[src/hw/mcsel_pkg.sv]
/*
 * Package for the monitoring case select and safety output block.
 * Holds the timing figures, the polarity and case encodings and the
 * register map used by the controller end. Assumes a 100 MHz clock.
 */
package mcsel_pkg;
    localparam int unsigned CLK_HZ = 100_000_000;
    localparam int unsigned TICK_MS = 1;
    localparam int unsigned CYC_PER_MS = CLK_HZ / 1000 * TICK_MS;
    localparam int unsigned DELAY_MIN_MS = 10;
    localparam int unsigned DELAY_MAX_MS = 500;
    localparam int unsigned DELAY_DEF_MS = 10;
    localparam int unsigned DISC_DEF_MS = 20;

    localparam logic POL_PNP = 1'b0;
    localparam logic POL_NPN = 1'b1;
    localparam logic POL_RESET = POL_PNP;

    localparam logic [2:0] CASES_RESET = 3'h1;
    localparam logic [1:0] CASE_RESET = 2'h0;

    // Controller register map, byte addresses.
    localparam logic [7:0] ADDR_CTRL = 8'h00;
    localparam logic [7:0] ADDR_STATUS = 8'h04;
    localparam logic [7:0] ADDR_IRQ_STAT = 8'h08;
    localparam logic [7:0] ADDR_IRQ_MASK = 8'h0C;
    localparam logic [7:0] ADDR_DISC = 8'h10;

    localparam int unsigned IRQ_TRIP = 0;
    localparam int unsigned IRQ_DISC = 1;
    localparam int unsigned IRQ_W = 2;
endpackage : mcsel_pkg
[src/hw/mcsel_if.sv]
/*
 * Link between the scanner end and the safety controller end.
 * Carries the three case-select lines and the two safety outputs.
 */
`timescale 1ns/1ps
`default_nettype none
interface mcsel_if;
    logic [2:0] case_sel;
    logic safety_output_a;
    logic safety_output_b;

    modport dev (input case_sel, output safety_output_a, safety_output_b);
    modport ctl (output case_sel, input safety_output_a, safety_output_b);
endinterface : mcsel_if
`default_nettype wire

[src/hw/mcsel_ctl.sv]
/*
 * Controller end: drives the case-select lines from an APB register,
 * evaluates the two safety outputs as separate channels and raises an
 * interrupt on a trip or a channel discrepancy.
 * Assumes an APB master on the same clock.
 */
`timescale 1ns/1ps
`default_nettype none
module mcsel_ctl #(
    parameter int unsigned CYC_PER_MS = mcsel_pkg::CYC_PER_MS
) (
    input wire logic clock_i,
    input wire logic rst_i,
    mcsel_if.ctl link,
    input wire logic psel_i,
    input wire logic penable_i,
    input wire logic pwrite_i,
    input wire logic [7:0] paddr_i,
    input wire logic [31:0] pwdata_i,
    output logic [31:0] prdata_o,
    output logic pready_o,
    output logic pslverr_o,
    output logic safe_stop_o,
    output logic irq_o
);
    typedef struct packed {
        logic [1:0] sa;
        logic [1:0] sb;
        logic [2:0] sel;
        logic npn;
        logic [9:0] disc_ms;
        logic [31:0] cyc;
        logic [9:0] dcnt;
        logic stop;
        logic disc;
        logic [1:0] ist;
        logic [1:0] imask;
        logic irq;
        logic [31:0] rdata;
        logic rdy;
        logic err;
    } mcsel_ctl_state_t;

    mcsel_ctl_state_t s_reg;
    mcsel_ctl_state_t s_next;

    logic a_off;
    logic b_off;
    logic acc;
    logic wr;
    logic [1:0] ev;

    always_comb
    begin
        s_next = s_reg;
        s_next.sa = {s_reg.sa[0], link.safety_output_a};
        s_next.sb = {s_reg.sb[0], link.safety_output_b};
        a_off = s_reg.sa[1] ^ s_reg.npn ? 1'b0 : 1'b1;
        b_off = s_reg.sb[1] ^ s_reg.npn ? 1'b0 : 1'b1;
        ev = 2'b00;
        s_next.stop = a_off | b_off;
        ev[mcsel_pkg::IRQ_TRIP] = s_next.stop & ~s_reg.stop;
        if (a_off != b_off)
        begin
            if (s_reg.cyc == 32'(CYC_PER_MS - 1))
            begin
                s_next.cyc = 32'h0000_0000;
                if (s_reg.dcnt >= s_reg.disc_ms)
                begin
                    s_next.disc = 1'b1;
                    ev[mcsel_pkg::IRQ_DISC] = ~s_reg.disc;
                end
                else
                begin
                    s_next.dcnt = s_reg.dcnt + 10'h001;
                end
            end
            else
            begin
                s_next.cyc = s_reg.cyc + 32'h0000_0001;
            end
        end
        else
        begin
            s_next.cyc = 32'h0000_0000;
            s_next.dcnt = 10'h000;
            s_next.disc = 1'b0;
        end
        acc = psel_i & penable_i & ~s_reg.rdy;
        wr = psel_i & penable_i & pwrite_i & s_reg.rdy;
        s_next.rdy = acc;
        s_next.err = 1'b0;
        // A write lands only on the edge at which pready is seen high.
        if (wr)
        begin
            unique case (paddr_i)
                mcsel_pkg::ADDR_CTRL:
                begin
                    s_next.sel = pwdata_i[2:0];
                    s_next.npn = pwdata_i[4];
                end
                mcsel_pkg::ADDR_IRQ_STAT:
                    s_next.ist = s_reg.ist & ~pwdata_i[1:0];
                mcsel_pkg::ADDR_IRQ_MASK: s_next.imask = pwdata_i[1:0];
                mcsel_pkg::ADDR_DISC: s_next.disc_ms = pwdata_i[9:0];
                default: s_next.err = 1'b0;
            endcase
        end
        // Read data and the error flag are registered on the same edge that raises pready.
        if (acc)
        begin
            unique case (paddr_i)
                mcsel_pkg::ADDR_CTRL:
                    s_next.rdata = {27'h0, s_reg.npn, 1'b0, s_reg.sel};
                mcsel_pkg::ADDR_STATUS:
                begin
                    s_next.rdata = {28'h0, s_reg.disc, s_reg.stop,
                        ~b_off, ~a_off};
                    s_next.err = pwrite_i;
                end
                mcsel_pkg::ADDR_IRQ_STAT: s_next.rdata = {30'h0, s_reg.ist};
                mcsel_pkg::ADDR_IRQ_MASK: s_next.rdata = {30'h0, s_reg.imask};
                mcsel_pkg::ADDR_DISC: s_next.rdata = {22'h0, s_reg.disc_ms};
                default:
                begin
                    s_next.rdata = 32'h0000_0000;
                    s_next.err = 1'b1;
                end
            endcase
        end
        // New events win over a clear in the same cycle.
        s_next.ist = s_next.ist | ev;
        s_next.irq = |(s_next.ist & s_next.imask);
    end

    always_ff @(posedge clock_i)
    begin
        if (rst_i)
        begin
            s_reg <= '0;
            s_reg.stop <= 1'b1;
            s_reg.sa <= 2'b00;
            s_reg.sb <= 2'b00;
            s_reg.sel <= mcsel_pkg::CASES_RESET;
            s_reg.disc_ms <= 10'(mcsel_pkg::DISC_DEF_MS);
        end
        else
        begin
            s_reg <= s_next;
        end
    end

    assign link.case_sel = s_reg.sel;
    assign prdata_o = s_reg.rdata;
    assign pready_o = s_reg.rdy;
    assign pslverr_o = s_reg.err;
    assign safe_stop_o = s_reg.stop;
    assign irq_o = s_reg.irq;
endmodule : mcsel_ctl
`default_nettype wire

[src/flat_wrapper.sv]
// flat-port wrapper written by rule: the top's interface ports become plain ports
module mcsel_ctl_flat 
#(
    parameter int unsigned CYC_PER_MS = mcsel_pkg::CYC_PER_MS
)
  (clock_i, rst_i, psel_i, penable_i, pwrite_i, paddr_i, pwdata_i, prdata_o, pready_o, pslverr_o, safe_stop_o, irq_o, link_case_sel, link_safety_output_a, link_safety_output_b);
  mcsel_if link_i ();
  input wire logic clock_i;
  input wire logic rst_i;
  input wire logic psel_i;
  input wire logic penable_i;
  input wire logic pwrite_i;
  input wire logic [7:0] paddr_i;
  input wire logic [31:0] pwdata_i;
  output logic [31:0] prdata_o;
  output logic pready_o;
  output logic pslverr_o;
  output logic safe_stop_o;
  output logic irq_o;
  output wire logic [$bits(link_i.case_sel)-1:0] link_case_sel;
  input wire logic [$bits(link_i.safety_output_a)-1:0] link_safety_output_a;
  input wire logic [$bits(link_i.safety_output_b)-1:0] link_safety_output_b;
  assign link_case_sel = link_i.case_sel;
  assign link_i.safety_output_a = link_safety_output_a;
  assign link_i.safety_output_b = link_safety_output_b;
  mcsel_ctl #(.CYC_PER_MS(CYC_PER_MS)) u_core (.clock_i(clock_i), .rst_i(rst_i), .link(link_i), .psel_i(psel_i), .penable_i(penable_i), .pwrite_i(pwrite_i), .paddr_i(paddr_i), .pwdata_i(pwdata_i), .prdata_o(prdata_o), .pready_o(pready_o), .pslverr_o(pslverr_o), .safe_stop_o(safe_stop_o), .irq_o(irq_o));
endmodule
[config.mk]
export PLATFORM = sky130hd
export DESIGN_NAME = mcsel_ctl_flat
export DESIGN_NICKNAME = d
export VERILOG_FILES = /design/src/hw/mcsel_pkg.sv /design/src/hw/mcsel_if.sv /design/src/hw/mcsel_ctl.sv /design/src/flat_wrapper.sv
export SDC_FILE = /design/constraint.sdc
export NUM_CORES = 1
export LEC_CHECK = 0
export BUFFER_PORTS_ARGS = -buffer_cell sky130_fd_sc_hd__buf_2
export CORE_MARGIN = 4
export CORE_UTILIZATION = 50
export CTS_CLUSTER_SIZE = 16
export DETAILED_ROUTE_END_ITERATION = 6
export GPL_TIMING_DRIVEN = 0
export MAX_ROUTING_LAYER = met4
export PLACE_DENSITY = 0.74
export SLEW_MARGIN = 40
export SYNTH_ARGS = -nofsm -noshare
export SYNTH_HDL_FRONTEND = slang
export SYNTH_SLANG_ARGS = --single-unit
[constraint.sdc]
create_clock -name clock_i -period 3 [get_ports clock_i]
set_input_delay 0.15 -clock clock_i [delete_from_list [all_inputs] [get_ports clock_i]]
set_output_delay 0.15 -clock clock_i [all_outputs]
set_load 0.03 [all_outputs]
==> impl_metrics.tcl <==
set metrics [dict create \
    drive_gt1_frac 0.184 \
    synth_cells 474 \
    post_cts_buffers 0 \
    dp_hpwl_mm 6.51 \
    fp.dieH_um 97.4 \
    grtUsageTotal 0.187 \
    final.setup.worst_slack_ps 518 \
    crit_type "register to register" \
    instances_no_fill 652 \
    rows 32 \
    synth-edff-count 0 \
    synth-simple-area-share 0.275 \
    postPlaceCellArea_um2 4420 \
    fillCellCount 703 \
    vias 3414 \
    largest_register_ffs 60 \
    area_delta_synth_final_pct 16.4 \
    antenna_cells 0 \
    synth_compound_area_frac 0.0751 \
    wl_per_cell_um 13.1 \
    peakVddDrop_uv 319 \
    ant_nets 0 \
    endpoint_kind "register" \
    cts-resized-gates 0 \
    fin_skew_ps 12.6 \
    rsz0062_at_grt "false" \
    postCtsHoldBufs 0 \
    setup-tns-final_ps 0 \
    worst_pin_slew_ps 746 \
    setup_viol 0 \
    ios 86 \
    core_area_um2 7770 \
    power_mw 2.14 \
    yosysSeqAreaShare 0.395 \
    holdWs_ps 24.3 \
    hold_class "input pin to register" \
    clk_latency_ps 340 \
    grt_antenna_before_repair 0 \
    clk_pin_slew_ps 70 \
    max_freq_mhz 403 \
    arrival_ps 2690 \
    yosysTopAreaCell "dfxtp_1" \
    syn_area_um2 4000 \
    synthMuxAreaShare 0.0504 \
    powerDensity_nw_per_um2 460 \
    cts-buffers-inserted 9 \
    hold_viol_final 0 \
    drtIter0Drc 182 \
    initial_core_util 0.515 \
    netlist.area_leader.share 0.395 \
    final_cell_area_um2 4660 \
    ys.flop_type "dfxtp_1" \
    ys_async_sr_fraction 0 \
    max_slew_margin 0.496 \
    clockRootBuffer "clkbuf_8" \
    startpoint_type "register" \
    leakagePower_nw 1.81 \
    synth_xor_area_frac 0.0613 \
    gp_congestion 0.880 \
    finalCriticalPeriod_ps 2480 \
    grt_pass1_vias 3247 \
    synth.area.top_cells "dfxtp_1 40%, buf_4 6.6%, nor2_1 4.8%" \
    post-place-ws_ps 538 \
    die_x_um 97.4 \
    period_share 0.827 \
    yosysWarnings 0 \
    dieArea_um2 9500 \
    drc 0 \
    synth_cell_types 43 \
    cp.required_ps 3210 \
    dp.cells 638 \
    viasPerCell 5.24 \
    cts_tree "done" \
    worstPathMaxFanout 10 \
    outcome "complete, no violations" \
    grt_pass1_wl_mm 14.6 \
    cts_max_level 3 \
    synth_fa_ha_area_frac 0.0407 \
    port_buffers 41 \
    maxCapViolCount 0 \
    cts_buffer_depth 2 \
    synth_top_family_by_area "simple AND/OR/NAND/NOR gates" \
    wirelength_mm 8.57 \
    slew_viol_final 0 \
    cts.sinks 79 \
    synth_area_per_cell_um2 8.44 \
    gr-total-overflow 0 \
    dr.pass1.iters 5 \
    nNetsFinal 607 \
    final_util 0.599 \
    grt_max_degree 13 \
    ys_seq_elements 79 \
]
-- cell families (layout without fill, tap and decap cells) --
family / count (synthesis) / count (layout)
multiplexers: 20 / 20
buffers and inverters: 72 / 127
AND/OR/NAND/NOR: 212 / 212
AO/OA/AOI/OAI: 49 / 49
adder cells (fa/ha/maj): 13 / 13
other: 1 / 22
flip-flops: 79 / 79
XOR/XNOR: 28 / 28
-- cell type report --
type	instances	area [µm²]	share of cell area
clock buffer	10	138	0.0296
timing repair buffer	41	205	0.0441
buffer	55	342	0.0734
tap	102	128	0.0274
sequential	79	1580	0.340
inverter	17	63.8	0.0137
clock inverter	4	95.1	0.0204
multi-input combinational	344	2100	0.452
-- worst max-delay path, cell delays in order (launching register included) --
cell and delay (ps):
dfxtp_1 370, ha_1 230, nand4_1 250, or4_1 540
clkbuf_1 250, nand2_1 190, clkbuf_1 410, nor2_1 110
-- synthesized netlist by cell type, types with 3 or more instances --
library cell,n
and4_1,4
dfxtp_1,79
nor2_1,51
mux2i_1,19
a21oi_1,21
clkbuf_1,17
o211ai_1,4
or3_1,7
nand2_1,39
buf_2,3
nor4_1,18
xor2_1,15
buf_4,35
nor2b_1,6
xnor2_1,13
nor3_1,11
o21ai_0,9
and3_1,6
inv_1,17
ha_1,13
nand2b_1,9
a211oi_1,5
and2_1,5
nand3_1,28
nand4_1,14
-- final timing paths --
| check | from | end | slack, ps | cells past startpoint |
|---|---|---|---|---|
| setup / recovery | u_core.s_reg[51]$_SDFF_PP0_ | u_core.s_reg[58]$_SDFF_PP0_ | 520 | 7 |
| setup reg to reg | u_core.s_reg[51]$_SDFF_PP0_ | u_core.s_reg[58]$_SDFF_PP0_ | 520 | 7 |
| hold / removal | link_safety_output_b | u_core.s_next[98]$_SDFF_PP0_ | 20 | 2 |
| hold reg to reg | u_core.s_next[98]$_SDFF_PP0_ | u_core.s_reg[98]$_SDFF_PP0_ | 440 | 1 |
-- power breakdown --
| part | switching, mW | internal (mW) | total [mW] |
|---|---|---|---|
| clock network | 0.359 | 0.565 | 0.925 |
| logic | 0.101 | 0.0552 | 0.157 |
| registers | 0.00451 | 1.06 | 1.06 |
-- metal layers --
metal	up-vias	routed length (µm)	track usage	part of all wire
li1	1753	-	-	-
met1	1588	4200	0.245	0.49
met2	66	3930	0.295	0.46
met3	7	335	0.0380	0.039
met4	0	97	0.0511	0.011
met5	-	0	-	0
-- placed cells by master, fill, tap and decap left out, types with 2 or more instances in the layout --
cell type   n
buf_2      44
conb_1     22
o211ai_1    4
buf_4      35
or3_1       7
nor2_1     51
a221oi_1    2
or2_2       2
nor4_1     17
a22oi_1     2
nand2b_1    9
inv_1      17
nor4bb_1    2
and4_1      4
bufinv_16   3
a21oi_1    21
nor4b_1     2
and4b_1     2
o31ai_1     2
and2_1      5
nand2_1    39
dfxtp_1    79
or4_1       2
a211oi_1    5
nor2b_1     6
ha_1       13
xnor2_1    13
nand4_1    14
clkbuf_8   10
nand3_1    28
and3_1      6
nor3_1     10
mux2i_1    19
o21ai_0     9
xor2_1     15
clkbuf_1   17
Note: power is estimated with default switching activity, not from simulation.
